## src/nfc_defines.vh

```
`ifndef NFC_DEFINES_VH
`define NFC_DEFINES_VH

// Register offsets
`define NFC_CTRL_OFF       8'h00
`define NFC_ADDR_OFF       8'h04
`define NFC_LEN_OFF        8'h08
`define NFC_STAT_OFF       8'h0C
`define NFC_BPTR_OFF       8'h10
`define NFC_BDATA_OFF      8'h14

// Control fields
`define NFC_CTRL_OP_HI     2
`define NFC_CTRL_OP_LO     0
`define NFC_CTRL_AREA_HI   5
`define NFC_CTRL_AREA_LO   4
`define NFC_CTRL_MP_BIT    8
`define NFC_CTRL_LAST_BIT  9

// Status fields
`define NFC_STAT_DONE_BIT  1
`define NFC_STAT_ERR_BIT   2
`define NFC_STAT_BEND_BIT  3

// Operations
`define NFC_OP_READ        3'h1
`define NFC_OP_ADDR_READ   3'h2
`define NFC_OP_PROG        3'h3
`define NFC_OP_ERASE       3'h4
`define NFC_OP_STATUS      3'h5
`define NFC_OP_MP_STATUS   3'h6
`define NFC_OP_RESET       3'h7

// Pointer areas
`define NFC_AREA_A         2'h0
`define NFC_AREA_B         2'h1
`define NFC_AREA_C         2'h2

// Device commands
`define NFC_CMD_READ_A     8'h00
`define NFC_CMD_READ_B     8'h01
`define NFC_CMD_READ_C     8'h50
`define NFC_CMD_PROG       8'h80
`define NFC_CMD_PROG_CONF  8'h10
`define NFC_CMD_PROG_DUMMY 8'h11
`define NFC_CMD_ERASE      8'h60
`define NFC_CMD_ERASE_CONF 8'hD0
`define NFC_CMD_STATUS     8'h70
`define NFC_CMD_MP_STATUS  8'h71
`define NFC_CMD_RESET      8'hFF

// Page geometry
`define NFC_PAGE_BYTES     10'h0210
`define NFC_LAST_COL       10'h020F
`define NFC_HALF_BASE      10'h0100
`define NFC_SPARE_BASE     10'h0200
`define NFC_LAST_PAGE      5'h1F
`define NFC_MAX_PLANES     3'h4
`define NFC_LEN_RESET      10'h0210

// Timing
`define NFC_CLK_NS         20
`define NFC_STROBE_NS      60
`define NFC_HALF_CYC       ((`NFC_STROBE_NS + 2 * `NFC_CLK_NS - 1) / (2 * `NFC_CLK_NS))
`define NFC_WB_NS          100
`define NFC_WB_CYC         ((`NFC_WB_NS + `NFC_CLK_NS - 1) / `NFC_CLK_NS)

`endif

```

## src/nfc_ctrl.v

```verilog
// Overview of operation
// - Read is 00h plus four address cycles
// - Each strobe fall gives next byte, 50ns; this controller strobes once every 5 clocks, 100ns
// - Chip select high ends sequential read
// - Spare pointer persists until main command
// - Host stops sequential read at block end
// - Host limits partial page program counts; this controller does not count them
// - Program is 80h, address, data, 10h
// - Erase is 60h, three addresses, D0h
// - 11h ends plane load, 10h programs all
// - Multi-plane uses at most four planes
// - Status may be polled during plane switch
// - No multi-plane program with pointer 01h
`include "nfc_defines.vh"

module nfc_ctrl (
    // APB slave
    input  wire        pclk,
    input  wire        presetn,
    input  wire        psel,
    input  wire        penable,
    input  wire        pwrite,
    input  wire [7:0]  paddr,
    input  wire [31:0] pwdata,
    output wire        pready,
    output wire        pslverr,
    output reg  [31:0] prdata,
    // Flash pins
    output reg         nand_ce_n,
    output reg         nand_cle,
    output reg         nand_ale,
    output reg         nand_we_n,
    output reg         output_strobe_n,
    input  wire        nand_rb,
    input  wire [7:0]  nand_io_in,
    output reg  [7:0]  nand_io_out,
    output reg         nand_io_oe
);

    localparam S_IDLE  = 4'h0;
    localparam S_PTR   = 4'h1;
    localparam S_CMD   = 4'h2;
    localparam S_ADDR  = 4'h3;
    localparam S_WDATA = 4'h4;
    localparam S_CONF  = 4'h5;
    localparam S_WB    = 4'h6;
    localparam S_BUSY  = 4'h7;
    localparam S_STCMD = 4'h8;
    localparam S_RDATA = 4'h9;
    localparam S_END   = 4'hA;

    reg [3:0]  state_reg;
    reg [2:0]  tmr_reg;
    reg [9:0]  cnt_reg;
    reg [1:0]  acnt_reg;
    reg [9:0]  col_reg;
    reg [4:0]  page_reg;
    reg [2:0]  op_reg;
    reg [1:0]  area_reg;
    reg [1:0]  ptr_area_reg;
    reg        mp_reg;
    reg        last_reg;
    reg [2:0]  plane_cnt_reg;
    reg        status_mode_reg;
    reg        block_end_reg;
    reg        done_reg;
    reg        err_reg;
    reg [7:0]  stat_byte_reg;
    reg [31:0] addr_reg;
    reg [9:0]  len_reg;
    reg [9:0]  bptr_reg;
    reg        bwait_reg;

    wire       busy      = (state_reg != S_IDLE);
    wire       access    = psel & penable;
    wire       mapped    = (paddr == `NFC_CTRL_OFF) | (paddr == `NFC_ADDR_OFF) |
                           (paddr == `NFC_LEN_OFF) | (paddr == `NFC_STAT_OFF) |
                           (paddr == `NFC_BPTR_OFF) | (paddr == `NFC_BDATA_OFF);
    wire       locked    = busy & ((paddr == `NFC_CTRL_OFF) | (paddr == `NFC_BDATA_OFF));
    // Reads take one wait state so prdata comes from a flop
    assign pready  = pwrite | bwait_reg;
    assign pslverr = access & pready & (~mapped | locked);
    wire       wr_ok     = access & pwrite & mapped & ~locked;
    wire       rd_done   = access & ~pwrite & bwait_reg & mapped & ~locked;

    wire [2:0] req_op    = pwdata[`NFC_CTRL_OP_HI:`NFC_CTRL_OP_LO];
    wire [1:0] req_area  = pwdata[`NFC_CTRL_AREA_HI:`NFC_CTRL_AREA_LO];
    wire       req_mp    = pwdata[`NFC_CTRL_MP_BIT];
    wire       len_ok    = (len_reg != 10'h0000) && (len_reg <= `NFC_PAGE_BYTES);
    wire       st_op     = (req_op == `NFC_OP_STATUS) | (req_op == `NFC_OP_MP_STATUS) |
                           (req_op == `NFC_OP_RESET);
    reg        op_ok;
    always @* begin
        case (req_op)
            `NFC_OP_READ:      op_ok = len_ok && (req_area != 2'h3);
            `NFC_OP_ADDR_READ: op_ok = len_ok && !status_mode_reg;
            `NFC_OP_PROG:      op_ok = len_ok && (req_area != 2'h3) &&
                                       !(req_mp && req_area == `NFC_AREA_B) &&
                                       !(req_mp && plane_cnt_reg == `NFC_MAX_PLANES);
            `NFC_OP_ERASE:     op_ok = 1'b1;
            `NFC_OP_STATUS:    op_ok = 1'b1;
            `NFC_OP_MP_STATUS: op_ok = 1'b1;
            `NFC_OP_RESET:     op_ok = 1'b1;
            default:           op_ok = 1'b0;
        endcase
    end
    wire       start_req = wr_ok & (paddr == `NFC_CTRL_OFF);
    wire       start     = start_req & op_ok & (nand_rb | st_op);
    wire       refuse    = start_req & ~start;

    // Start column from pointer area and low address byte
    wire [1:0] eff_area  = (req_op == `NFC_OP_ADDR_READ) ? ptr_area_reg : req_area;
    reg  [9:0] col_start;
    always @* begin
        case (eff_area)
            `NFC_AREA_B: col_start = `NFC_HALF_BASE + {2'h0, addr_reg[7:0]};
            `NFC_AREA_C: col_start = `NFC_SPARE_BASE + {6'h00, addr_reg[3:0]};
            default:     col_start = {2'h0, addr_reg[7:0]};
        endcase
    end

    wire       is_read   = (op_reg == `NFC_OP_READ) | (op_reg == `NFC_OP_ADDR_READ);
    wire       strobe_lo = (tmr_reg >= 3'h1) && (tmr_reg <= `NFC_HALF_CYC);
    wire       strobe_end = (tmr_reg == 2 * `NFC_HALF_CYC);
    wire       sample    = (state_reg == S_RDATA) && (tmr_reg == `NFC_HALF_CYC + 1);
    wire       wr_state  = (state_reg == S_PTR) | (state_reg == S_CMD) |
                           (state_reg == S_ADDR) | (state_reg == S_WDATA) |
                           (state_reg == S_CONF) | (state_reg == S_STCMD);
    wire [7:0] buf_rdata;

    reg  [7:0] ptr_byte;
    reg  [7:0] io_byte;
    always @* begin
        case (area_reg)
            `NFC_AREA_B: ptr_byte = `NFC_CMD_READ_B;
            `NFC_AREA_C: ptr_byte = `NFC_CMD_READ_C;
            default:     ptr_byte = `NFC_CMD_READ_A;
        endcase
        case (state_reg)
            S_PTR:   io_byte = ptr_byte;
            S_CMD:   io_byte = (op_reg == `NFC_OP_PROG)  ? `NFC_CMD_PROG :
                               (op_reg == `NFC_OP_ERASE) ? `NFC_CMD_ERASE :
                               (op_reg == `NFC_OP_RESET) ? `NFC_CMD_RESET : ptr_byte;
            S_ADDR:  io_byte = (acnt_reg == 2'h0) ? addr_reg[7:0] :
                               (acnt_reg == 2'h1) ? addr_reg[15:8] :
                               (acnt_reg == 2'h2) ? addr_reg[23:16] : addr_reg[31:24];
            S_WDATA: io_byte = buf_rdata;
            S_CONF:  io_byte = (op_reg == `NFC_OP_ERASE) ? `NFC_CMD_ERASE_CONF :
                               (mp_reg && !last_reg) ? `NFC_CMD_PROG_DUMMY :
                               `NFC_CMD_PROG_CONF;
            S_STCMD: io_byte = ((op_reg == `NFC_OP_MP_STATUS) ||
                                (op_reg == `NFC_OP_PROG && mp_reg))
                               ? `NFC_CMD_MP_STATUS : `NFC_CMD_STATUS;
            default: io_byte = 8'h00;
        endcase
    end

    // Pins registered from the decoded state
    always @(posedge pclk or negedge presetn) begin
        if (!presetn) begin
            nand_ce_n       <= 1'b1;
            nand_cle        <= 1'b0;
            nand_ale        <= 1'b0;
            nand_we_n       <= 1'b1;
            output_strobe_n <= 1'b1;
            nand_io_out     <= 8'h00;
            nand_io_oe      <= 1'b0;
        end else begin
            nand_ce_n       <= (state_reg == S_IDLE) | (state_reg == S_END);
            nand_cle        <= (state_reg == S_PTR) | (state_reg == S_CMD) |
                               (state_reg == S_CONF) | (state_reg == S_STCMD);
            nand_ale        <= (state_reg == S_ADDR);
            nand_we_n       <= ~(wr_state & strobe_lo);
            output_strobe_n <= ~((state_reg == S_RDATA) & strobe_lo);
            nand_io_out     <= io_byte;
            nand_io_oe      <= wr_state;
        end
    end

    // Sequencer
    always @(posedge pclk or negedge presetn) begin
        if (!presetn) begin
            state_reg       <= S_IDLE;
            tmr_reg         <= 3'h0;
            cnt_reg         <= 10'h0000;
            acnt_reg        <= 2'h0;
            col_reg         <= 10'h0000;
            page_reg        <= 5'h00;
            op_reg          <= 3'h0;
            area_reg        <= `NFC_AREA_A;
            ptr_area_reg    <= `NFC_AREA_A;
            mp_reg          <= 1'b0;
            last_reg        <= 1'b0;
            plane_cnt_reg   <= 3'h0;
            status_mode_reg <= 1'b0;
            block_end_reg   <= 1'b0;
            stat_byte_reg   <= 8'h00;
        end else begin
            case (state_reg)
                S_IDLE: begin
                    tmr_reg <= 3'h0;
                    if (start) begin
                        op_reg   <= req_op;
                        area_reg <= req_area;
                        mp_reg   <= req_mp;
                        last_reg <= pwdata[`NFC_CTRL_LAST_BIT];
                        cnt_reg  <= 10'h0000;
                        col_reg  <= col_start;
                        page_reg <= addr_reg[12:8];
                        acnt_reg <= (req_op == `NFC_OP_ERASE) ? 2'h1 : 2'h0;
                        if (req_op == `NFC_OP_READ || req_op == `NFC_OP_ADDR_READ) begin
                            block_end_reg <= 1'b0;
                        end
                        case (req_op)
                            `NFC_OP_ADDR_READ: state_reg <= S_ADDR;
                            `NFC_OP_PROG:      state_reg <= S_PTR;
                            `NFC_OP_STATUS:    state_reg <= S_STCMD;
                            `NFC_OP_MP_STATUS: state_reg <= S_STCMD;
                            default:           state_reg <= S_CMD;
                        endcase
                    end
                end
                S_PTR, S_CMD, S_ADDR, S_WDATA, S_CONF, S_STCMD: begin
                    tmr_reg <= strobe_end ? 3'h0 : tmr_reg + 3'h1;
                    if (strobe_end) begin
                        case (state_reg)
                            S_PTR: begin
                                ptr_area_reg <= area_reg;
                                state_reg    <= S_CMD;
                            end
                            S_CMD: begin
                                status_mode_reg <= 1'b0;
                                if (op_reg == `NFC_OP_READ) begin
                                    ptr_area_reg <= area_reg;
                                end
                                if (op_reg == `NFC_OP_RESET) begin
                                    ptr_area_reg  <= `NFC_AREA_A;
                                    plane_cnt_reg <= 3'h0;
                                end
                                state_reg <= (op_reg == `NFC_OP_RESET) ? S_WB : S_ADDR;
                            end
                            S_ADDR: begin
                                acnt_reg <= acnt_reg + 2'h1;
                                if (acnt_reg == 2'h3) begin
                                    state_reg <= is_read ? S_WB :
                                                 (op_reg == `NFC_OP_PROG) ? S_WDATA : S_CONF;
                                end
                            end
                            S_WDATA: begin
                                cnt_reg <= cnt_reg + 10'h0001;
                                if (cnt_reg == len_reg - 10'h0001) begin
                                    state_reg <= S_CONF;
                                end
                            end
                            S_CONF:  state_reg <= S_WB;
                            default: begin
                                status_mode_reg <= 1'b1;
                                state_reg       <= S_RDATA;
                            end
                        endcase
                    end
                end
                S_WB: begin
                    // Busy only shows a while after the last strobe
                    tmr_reg <= tmr_reg + 3'h1;
                    if (tmr_reg == `NFC_WB_CYC - 1) begin
                        tmr_reg   <= 3'h0;
                        state_reg <= S_BUSY;
                    end
                end
                S_BUSY: begin
                    if (nand_rb) begin
                        if (is_read) begin
                            state_reg <= S_RDATA;
                        end else if (op_reg == `NFC_OP_RESET) begin
                            state_reg <= S_END;
                        end else if (op_reg == `NFC_OP_PROG && mp_reg && !last_reg) begin
                            plane_cnt_reg <= plane_cnt_reg + 3'h1;
                            state_reg     <= S_END;
                        end else begin
                            if (op_reg == `NFC_OP_PROG) begin
                                plane_cnt_reg <= 3'h0;
                            end
                            state_reg <= S_STCMD;
                        end
                    end
                end
                S_RDATA: begin
                    tmr_reg <= strobe_end ? 3'h0 : tmr_reg + 3'h1;
                    if (sample && !is_read) begin
                        stat_byte_reg <= nand_io_in;
                    end
                    if (strobe_end) begin
                        if (!is_read) begin
                            state_reg <= S_END;
                        end else begin
                            cnt_reg <= cnt_reg + 10'h0001;
                            col_reg <= col_reg + 10'h0001;
                            if (cnt_reg == len_reg - 10'h0001) begin
                                state_reg <= S_END;
                            end else if (col_reg == `NFC_LAST_COL) begin
                                if (page_reg == `NFC_LAST_PAGE) begin
                                    block_end_reg <= 1'b1;
                                    state_reg     <= S_END;
                                end else begin
                                    // Device reloads the next page on its own
                                    page_reg  <= page_reg + 5'h01;
                                    col_reg   <= (ptr_area_reg == `NFC_AREA_C) ?
                                                 `NFC_SPARE_BASE : 10'h0000;
                                    if (ptr_area_reg == `NFC_AREA_B) begin
                                        ptr_area_reg <= `NFC_AREA_A;
                                    end
                                    state_reg <= S_WB;
                                end
                            end
                        end
                    end
                end
                S_END: begin
                    if (ptr_area_reg == `NFC_AREA_B && op_reg != `NFC_OP_STATUS &&
                        op_reg != `NFC_OP_MP_STATUS) begin
                        ptr_area_reg <= `NFC_AREA_A;
                    end
                    state_reg <= S_IDLE;
                end
                default: state_reg <= S_IDLE;
            endcase
        end
    end

    // Software registers; hardware set beats the clear
    always @(posedge pclk or negedge presetn) begin
        if (!presetn) begin
            addr_reg  <= 32'h0000_0000;
            len_reg   <= `NFC_LEN_RESET;
            bptr_reg  <= 10'h0000;
            bwait_reg <= 1'b0;
            prdata    <= 32'h0000_0000;
            done_reg  <= 1'b0;
            err_reg   <= 1'b0;
        end else begin
            bwait_reg <= access & ~pwrite & ~bwait_reg;
            if (wr_ok && paddr == `NFC_ADDR_OFF) begin
                addr_reg <= pwdata;
            end
            if (wr_ok && paddr == `NFC_LEN_OFF) begin
                len_reg <= pwdata[9:0];
            end
            if (wr_ok && paddr == `NFC_BPTR_OFF) begin
                bptr_reg <= pwdata[9:0];
            end else if ((wr_ok || rd_done) && paddr == `NFC_BDATA_OFF) begin
                bptr_reg <= bptr_reg + 10'h0001;
            end
            if (state_reg == S_END) begin
                done_reg <= 1'b1;
            end else if (wr_ok && paddr == `NFC_STAT_OFF && pwdata[`NFC_STAT_DONE_BIT]) begin
                done_reg <= 1'b0;
            end
            if (refuse) begin
                err_reg <= 1'b1;
            end else if (wr_ok && paddr == `NFC_STAT_OFF && pwdata[`NFC_STAT_ERR_BIT]) begin
                err_reg <= 1'b0;
            end
            if (access && !pwrite && !bwait_reg) begin
                case (paddr)
                    `NFC_CTRL_OFF:  prdata <= {29'h0000_0000, op_reg};
                    `NFC_ADDR_OFF:  prdata <= addr_reg;
                    `NFC_LEN_OFF:   prdata <= {22'h00_0000, len_reg};
                    `NFC_STAT_OFF:  prdata <= {8'h00, stat_byte_reg, 5'h00, plane_cnt_reg,
                                               ptr_area_reg, status_mode_reg, nand_rb,
                                               block_end_reg, err_reg, done_reg, busy};
                    `NFC_BPTR_OFF:  prdata <= {22'h00_0000, bptr_reg};
                    `NFC_BDATA_OFF: prdata <= {24'h00_0000, buf_rdata};
                    default:        prdata <= 32'h0000_0000;
                endcase
            end
        end
    end

    wire       buf_we    = busy ? (sample & is_read) :
                           (wr_ok & (paddr == `NFC_BDATA_OFF));
    wire [9:0] buf_waddr = busy ? cnt_reg : bptr_reg;
    wire [7:0] buf_wdata = busy ? nand_io_in : pwdata[7:0];

    nfc_page_buf u_buf (
        .pclk  (pclk),
        .we    (buf_we),
        .waddr (buf_waddr),
        .wdata (buf_wdata),
        .raddr (busy ? cnt_reg : bptr_reg),
        .rdata (buf_rdata)
    );

endmodule // nfc_ctrl

```

## src/nfc_page_buf.v

```verilog
module nfc_page_buf (
    // Clock
    input  wire       pclk,
    // Write port
    input  wire       we,
    input  wire [9:0] waddr,
    input  wire [7:0] wdata,
    // Read port
    input  wire [9:0] raddr,
    output reg  [7:0] rdata
);

    reg [7:0] mem [0:527];

    // No reset: contents are only meaningful after a load
    always @(posedge pclk) begin
        if (we) begin
            mem[waddr] <= wdata;
        end
        rdata <= mem[raddr];
    end

endmodule // nfc_page_buf

```

## config.mk

```make
export PLATFORM = sky130hd
export DESIGN_NAME = nfc_ctrl
export DESIGN_NICKNAME = d
export VERILOG_FILES = /design/src/nfc_ctrl.v /design/src/nfc_page_buf.v
export VERILOG_INCLUDE_DIRS = /design/src
export SDC_FILE = /design/constraint.sdc
export NUM_CORES = 2
export LEC_CHECK = 0
export BUFFER_PORTS_ARGS = -buffer_cell sky130_fd_sc_hd__buf_2
export CORE_MARGIN = 5
export CORE_UTILIZATION = 43
export CTS_CLUSTER_DIAMETER = 30
export DETAILED_ROUTE_END_ITERATION = 10
export HOLD_SLACK_MARGIN = 0.15
export MAX_ROUTING_LAYER = met4
export PLACE_DENSITY = 0.6
export SYNTH_ARGS = -nofsm -noshare
export SYNTH_HDL_FRONTEND = slang
export SYNTH_MEMORY_MAX_BITS = 65536
export SYNTH_SLANG_ARGS = --single-unit
```

## constraint.sdc

```tcl
create_clock -name pclk -period 36.9 [get_ports pclk]
set_clock_uncertainty 0.15 [all_clocks]
set_input_delay 7.38 -clock pclk [delete_from_list [all_inputs] [get_ports pclk]]
set_output_delay 7.38 -clock pclk [all_outputs]
set_load 0.005 [all_outputs]
```

# Yosys cells after proc, flatten, opt, wreduce, memory -nomap -nowiden
# Memories as Yosys holds them, arrays and structs flattened. A register that Yosys moved wholly into a read port is not among the register bits.
# Index checks and enable logic that the tools add are counted.
dict set report totals {
  mem_bits_rw 4224
  out_inout_bits 48
  input_bits 54
  reg_bits 157
  n_memories 1
  elab_cells 331
}
# name depth width read_ports rd_clocked_by_memory_dff write_ports line_no
set mem_list {}
lappend mem_list {u_buf.mem 528 8 1 1 1 nfc_page_buf.v:13} ;# reg [7:0] mem [0:527];
dict set report classes {
  n_eq_ne 72
  bitwise_logic 48
  reduce_logical 64
  n_mux 104
  add_sub_neg 10
  n_lt_le_gt_ge 3
}
# cell count
set op_table {}
lappend op_table {{32-bit one-hot mux with 6 select lines} 1}
lappend op_table {{10-bit two-way mux} 15}
lappend op_table {{8-bit two-way mux} 8}
lappend op_table {{8-bit one-hot mux with 6 select lines} 1}
lappend op_table {{4-bit two-way mux} 11}
lappend op_table {{10-bit one-hot mux with 2 select lines} 2}
lappend op_table {{4-bit one-hot mux with 5 select lines} 2}
lappend op_table {{2-bit two-way mux} 18}
lappend op_table {{10-bit by 1-bit adder with 10-bit output, second input constant} 3}
lappend op_table {{3-bit two-way mux} 10}
lappend op_table {{5-bit two-way mux} 6}
lappend op_table {{2-bit != test, second input constant} 15}
lappend op_table {{10-bit one-hot mux with 3 select lines} 1}
lappend op_table {{3-bit == test, second input constant} 9}
lappend op_table {{1-bit logical AND} 24}
lappend op_table {{8-bit AND reduction} 3}
lappend op_table {{1-bit AND} 20}
lappend op_table {{1-bit OR} 20}
lappend op_table {{1-bit two-way mux} 18}
lappend op_table {{3-bit != test, second input constant} 6}
lappend op_table {{4-bit by 3-bit == test with 1-bit output, second input constant} 4}
lappend op_table {{8-bit by 4-bit == test with 1-bit output, second input constant} 2}
lappend op_table {{8-bit by 5-bit == test with 1-bit output, second input constant} 2}
lappend op_table {{3-bit by 2-bit == test with 1-bit output, second input constant} 5}
lappend op_table {{50 further kinds} 95}

# Logic depth before layout (Yosys ltp)
dict set report logic_depth {
  word_depth 14
  ltp_mapped 15
}

# Modules after synthesis
# From an unflattened synthesis, not the netlist that was laid out.
dict set report unflattened {
  cells_unflattened 8915
  hier_area_um2 173859.2
}
# mod instances area_each_um2 cells_each
set by_module_without_submodules {}
lappend by_module_without_submodules {nfc_page_buf 1 164694.2 7876}
lappend by_module_without_submodules {nfc_ctrl 1 9165.0 1039}

# Worst setup path after synthesis
# OpenSTA, ideal clock, no wires.
dict set report synth_timing {
  path_type {input to register}
  startpoint {input pwdata[0]}
  endpoint {memory u_buf.mem[0][0] (data pin)}
  cell_stages 3
  t_required_ns 32.455
  arrival_time_ns 28.155
  path_slack_ns 4.300
  n_path_buf 1
  cell_sequence {clkbuf_1 -> inv_1 -> o21ai_0}
}
dict set report synth_between {
  elab_chain_len 1
}
# item line_no
set synth_lines {}
lappend synth_lines {{start: declaration} nfc_ctrl.v:24} ;# input wire [31:0] pwdata,
lappend synth_lines {{8-bit two-way mux} nfc_ctrl.v:383} ;# wire [7:0] buf_wdata = busy ? nand_io_in : pwdata[7:0];
lappend synth_lines {{via buf_wdata[0]} nfc_ctrl.v:383}
lappend synth_lines {{end: declaration} nfc_page_buf.v:13}
# The timed path passes the listed nets, and every way through them passes these cells.

# Worst setup path after layout
dict set report layout_timing {
  startpoint {input paddr[0]}
  endpoint {output pslverr}
}
dict set report layout_between {
  elab_chain_len 9
}
# item line_no
set layout_lines {}
lappend layout_lines {{start: declaration} nfc_ctrl.v:23} ;# input wire [7:0] paddr,
lappend layout_lines {{8-bit by 3-bit == test with 1-bit output or 8-bit logical NOT (tied branches)} n/a}
lappend layout_lines {{1-bit OR (5 in a row)} nfc_ctrl.v:76} ;# wire mapped = (paddr == `NFC_CTRL_OFF) | (paddr == `NFC_ADDR_OFF) |
lappend layout_lines {{1-bit inverter} nfc_ctrl.v:82} ;# assign pslverr = access & pready & (~mapped | locked);
lappend layout_lines {{1-bit OR (*)} nfc_ctrl.v:82}
lappend layout_lines {{1-bit AND (*)} nfc_ctrl.v:82}
lappend layout_lines {{end: declaration} nfc_ctrl.v:26} ;# output wire pslverr,
# Every way passes the cells marked *; elsewhere a longest branch is shown, timed or not.

==> run metrics <==
Crit Path Max Fanout=5; HPWL Detailed=270.6 mm; average size of a mapped cell=around 21 µm²; fin nets=around 8700; total CTS buffers=between 700 and 800; fmax=between 60 and 70 MHz; CTS Sinks=approximately 4400; EDFF count, synth=approximately 4200; min Tclk post-route=approximately 16 ns; Final Max Tran Viols=0; pwr dens=75.88 mW/mm²; Critical Path Source Type=input port; DR iter-0 viols=10796; area leader, netlist=edfxtp_1; FF+latch count, synth=about 4400; Initial Utilization=between 40 and 50%; status=finished with violations; CTS Buffer Depth=4; worst path required time=between 20 and 30 ns; Period Utilization, post-route=44.42%; measured slew at the worst slew-check pin=1.477 ns; Mapped Cells=approximately 8100; total global routing overflow=0; Seq pwr share=around two fifths; vias in the first global route=around 89000; Sw Pwr=4259 µW; Hold Path Depth=2; Die H=roughly 640 µm; Primary FF master, synth=edfxtp_1; vias post-DR=87682; Synth area leaders=edfxtp_1 75%, mux4_2 14%, dfrtp_1 2.2%; CTS tree=yes; Most Crowded Layer GR=met2; failing checks=capacitance limit; kind of critical path=in2out; met3 Resource Use GR=between 4 and 5%; worst ir drop on vdd=a little under 60 µV; sw frac=approximately 28%; Global Route Usage Sum=between 20% and 30%; M2 GR Usage=35.21%; root cell of the clock tree=clkbuf_16; Worst Path Arrival=~8.9 ns; Critical Path Max Stage Delay=around 0.6 ns; DRC viols=0; relative slew slack=less than 1%; Critical Path Slowest Stage Cell=or4_1; Hold Path Class=reg2reg; via density per instance=just over 6; worst skew pair latency=1.06 ns; wire per inst=about 32 µm; total negative slack=0 ns; number of buffer and inverter stages on the critical path=2; Synth top area share=74.60%; total length of routed wires=approximately 460 mm; Largest register FFs=4224; M1 GR Usage=30.91%; Std-Cell Rows=between 200 and 250; Routed Antenna Nets=0; first-pass GRT wire length=roughly 660 mm; die area=0.4081 mm²; PortBufs=a little over 100; WHS=roughly 0.33 ns; Worst-path clk slew=roughly 0.050 ns; largest net degree at the start of global routing=199; routability cong.=about 0.9; net count after synthesis=slightly above 8000; synthesized area=about 0.17 mm²; die width=between 600 and 700 µm; asr flop ratio synth=3.577%; CTS Hold Buffers Added=0; critical path endpoint category=output port; reg2reg path depth=14; cell family with most CP delay=simple AND/OR/NAND/NOR gates; crit-path cells=buf_2, or4_1, nor2_1, nand3_1, and2_1, buf_2; initial antenna violation count=28; # H-tree levels=6; post-CTS sizing=0; cell mode on critical path=buf_2; leakage=around 0.064 µW; Post CTS Setup Buffer Count=0; Yosys warning count=0; core area=approximately 0.39 mm²; Clk pwr share=approximately 44%; Synth cell types=72; Area growth, synth to finish=18.75%; Worst path depth=6; internal power=between 10000 and 15000 µW; Seq/Total Area, Yosys=between 70% and 80%; I/O pins=102; # setup viols final=0; Final Hold Fails=0; DRT Pass-1 Iters=5; Max-cap violations=1; share of cells above drive strength 1=approximately 30%; RSZ-0062 raised after global routing=no; combinational group share of total power=around 17%
cell families after synthesis:
group                    share of synthesized area, %
flip-flops                                      77.01
multiplexers                                    14.68
AND/OR/NAND/NOR                                 2.701
AO/OA/AOI/OAI                                   3.789
buffers and inverters                           1.532
XOR/XNOR                                       0.1494
adder cells (fa/ha/maj)                        0.1398
final cells by class:
cell class	count	area, µm²
Clock buffer	791	18680
Fill cell	30761	192900
Timing Repair Buffer	308	2341
Clock inverter	565	6386
Sequential cell	4389	130900
Antenna cell	27	67.56
Tap cell	5242	6559
Inverter	32	120.1
Multi-Input combinational cell	3169	36820
power groups by stage:
stage | registers (µW) | logic [µW] | clock network, µW
after floorplan | 6370 | 1570 | 0
final | 5940 | 2590 | 6790
after global placement | 6030 | 2550 | 0
after detailed placement | 6030 | 2600 | 0
after global routing | 5940 | 2710 | 7120
after CTS | 5940 | 2600 | 6870
worst register-to-register path: cells and delay by family (launching register included):
family | cells | cell delay (ns)
muxes | 2 | 1.20
buffers and inverters | 6 | 4.01
DFF | 1 | 0.74
AOI/OAI and AO/OA | 3 | 1.24
and+or+nand+nor | 3 | 2.35
layout by cell type, fill, tap and decap left out, types with 100 or more instances in the layout:
cell type / n
edfxtp_1: 4224
nand2_1: 172
dfrtp_1: 152
nor2_1: 622
clkbuf_16: 737
buf_2: 100
mux4_2: 1059
a22oi_1: 439
clkinv_2: 102
buf_4: 185
worst paths after layout:
path                              startpoint          endpoint  slack, ns
worst max-delay path                paddr[0]           pslverr      20.51
min in group asynchronous            presetn         prdata[0]       6.23
worst max register to register  state_reg[3]    u_buf.rdata[3]      27.03
worst min register to register     prdata[5]         prdata[5]       0.33
worst min-delay path               prdata[5]         prdata[5]       0.33
max in group asynchronous            presetn  stat_byte_reg[6]      28.95
metal layers:
layer | vias to the layer above | share of wire, %
li1 | 35402 | -
met2 | 4752 | 48
met5 | - | 0
met3 | 884 | 9.1
met4 | 0 | 3.8
met1 | 46644 | 39
synthesized netlist by cell type (5+ instances only):
cell type     n
dfstp_2       5
a221oi_1     32
dfrtp_1     152
buf_1        41
o31ai_1      11
nor2_1      622
buf_6        19
clkbuf_1    228
dfxtp_1       8
buf_2       180
nor4_1       25
or3_1        13
mux2i_1      39
inv_1        29
a22o_1       40
nand4_1      21
and2_1       23
a22oi_1     439
nand3_1      44
o22ai_1       8
mux4_2     1059
o21ai_0      83
nor3b_1       7
nand2b_1     20
buf_4        48
nand2_1     205
nor3_1       38
or4_1         7
edfxtp_1   4224
a21oi_1      86
nor2b_1      10
xnor2_1      17
or2_2         7
mux2_2       64
a31oi_1      39
a41oi_1      97
ha_1         19
xor2_1       12
and3_1       25
metrics by stage:
stage | setup slack (ns) | std cells | total power [µW] | area (µm²) | utilization (%)
global placement | 20.48 | 13140 | 8579 | 176800 | 44.77
global route | 20.44 | 14509 | 15770 | 201900 | 51.13
detailed placement | 20.56 | 13140 | 8628 | 176800 | 44.77
CTS | 20.55 | 14496 | 15410 | 201800 | 51.12
finish | 20.51 | 14523 | 15320 | 201900 | 51.14
floorplan | 4.300 | 8106 | 7942 | 170000 | -
No activity file was read; power rests on OpenSTA's default activity.
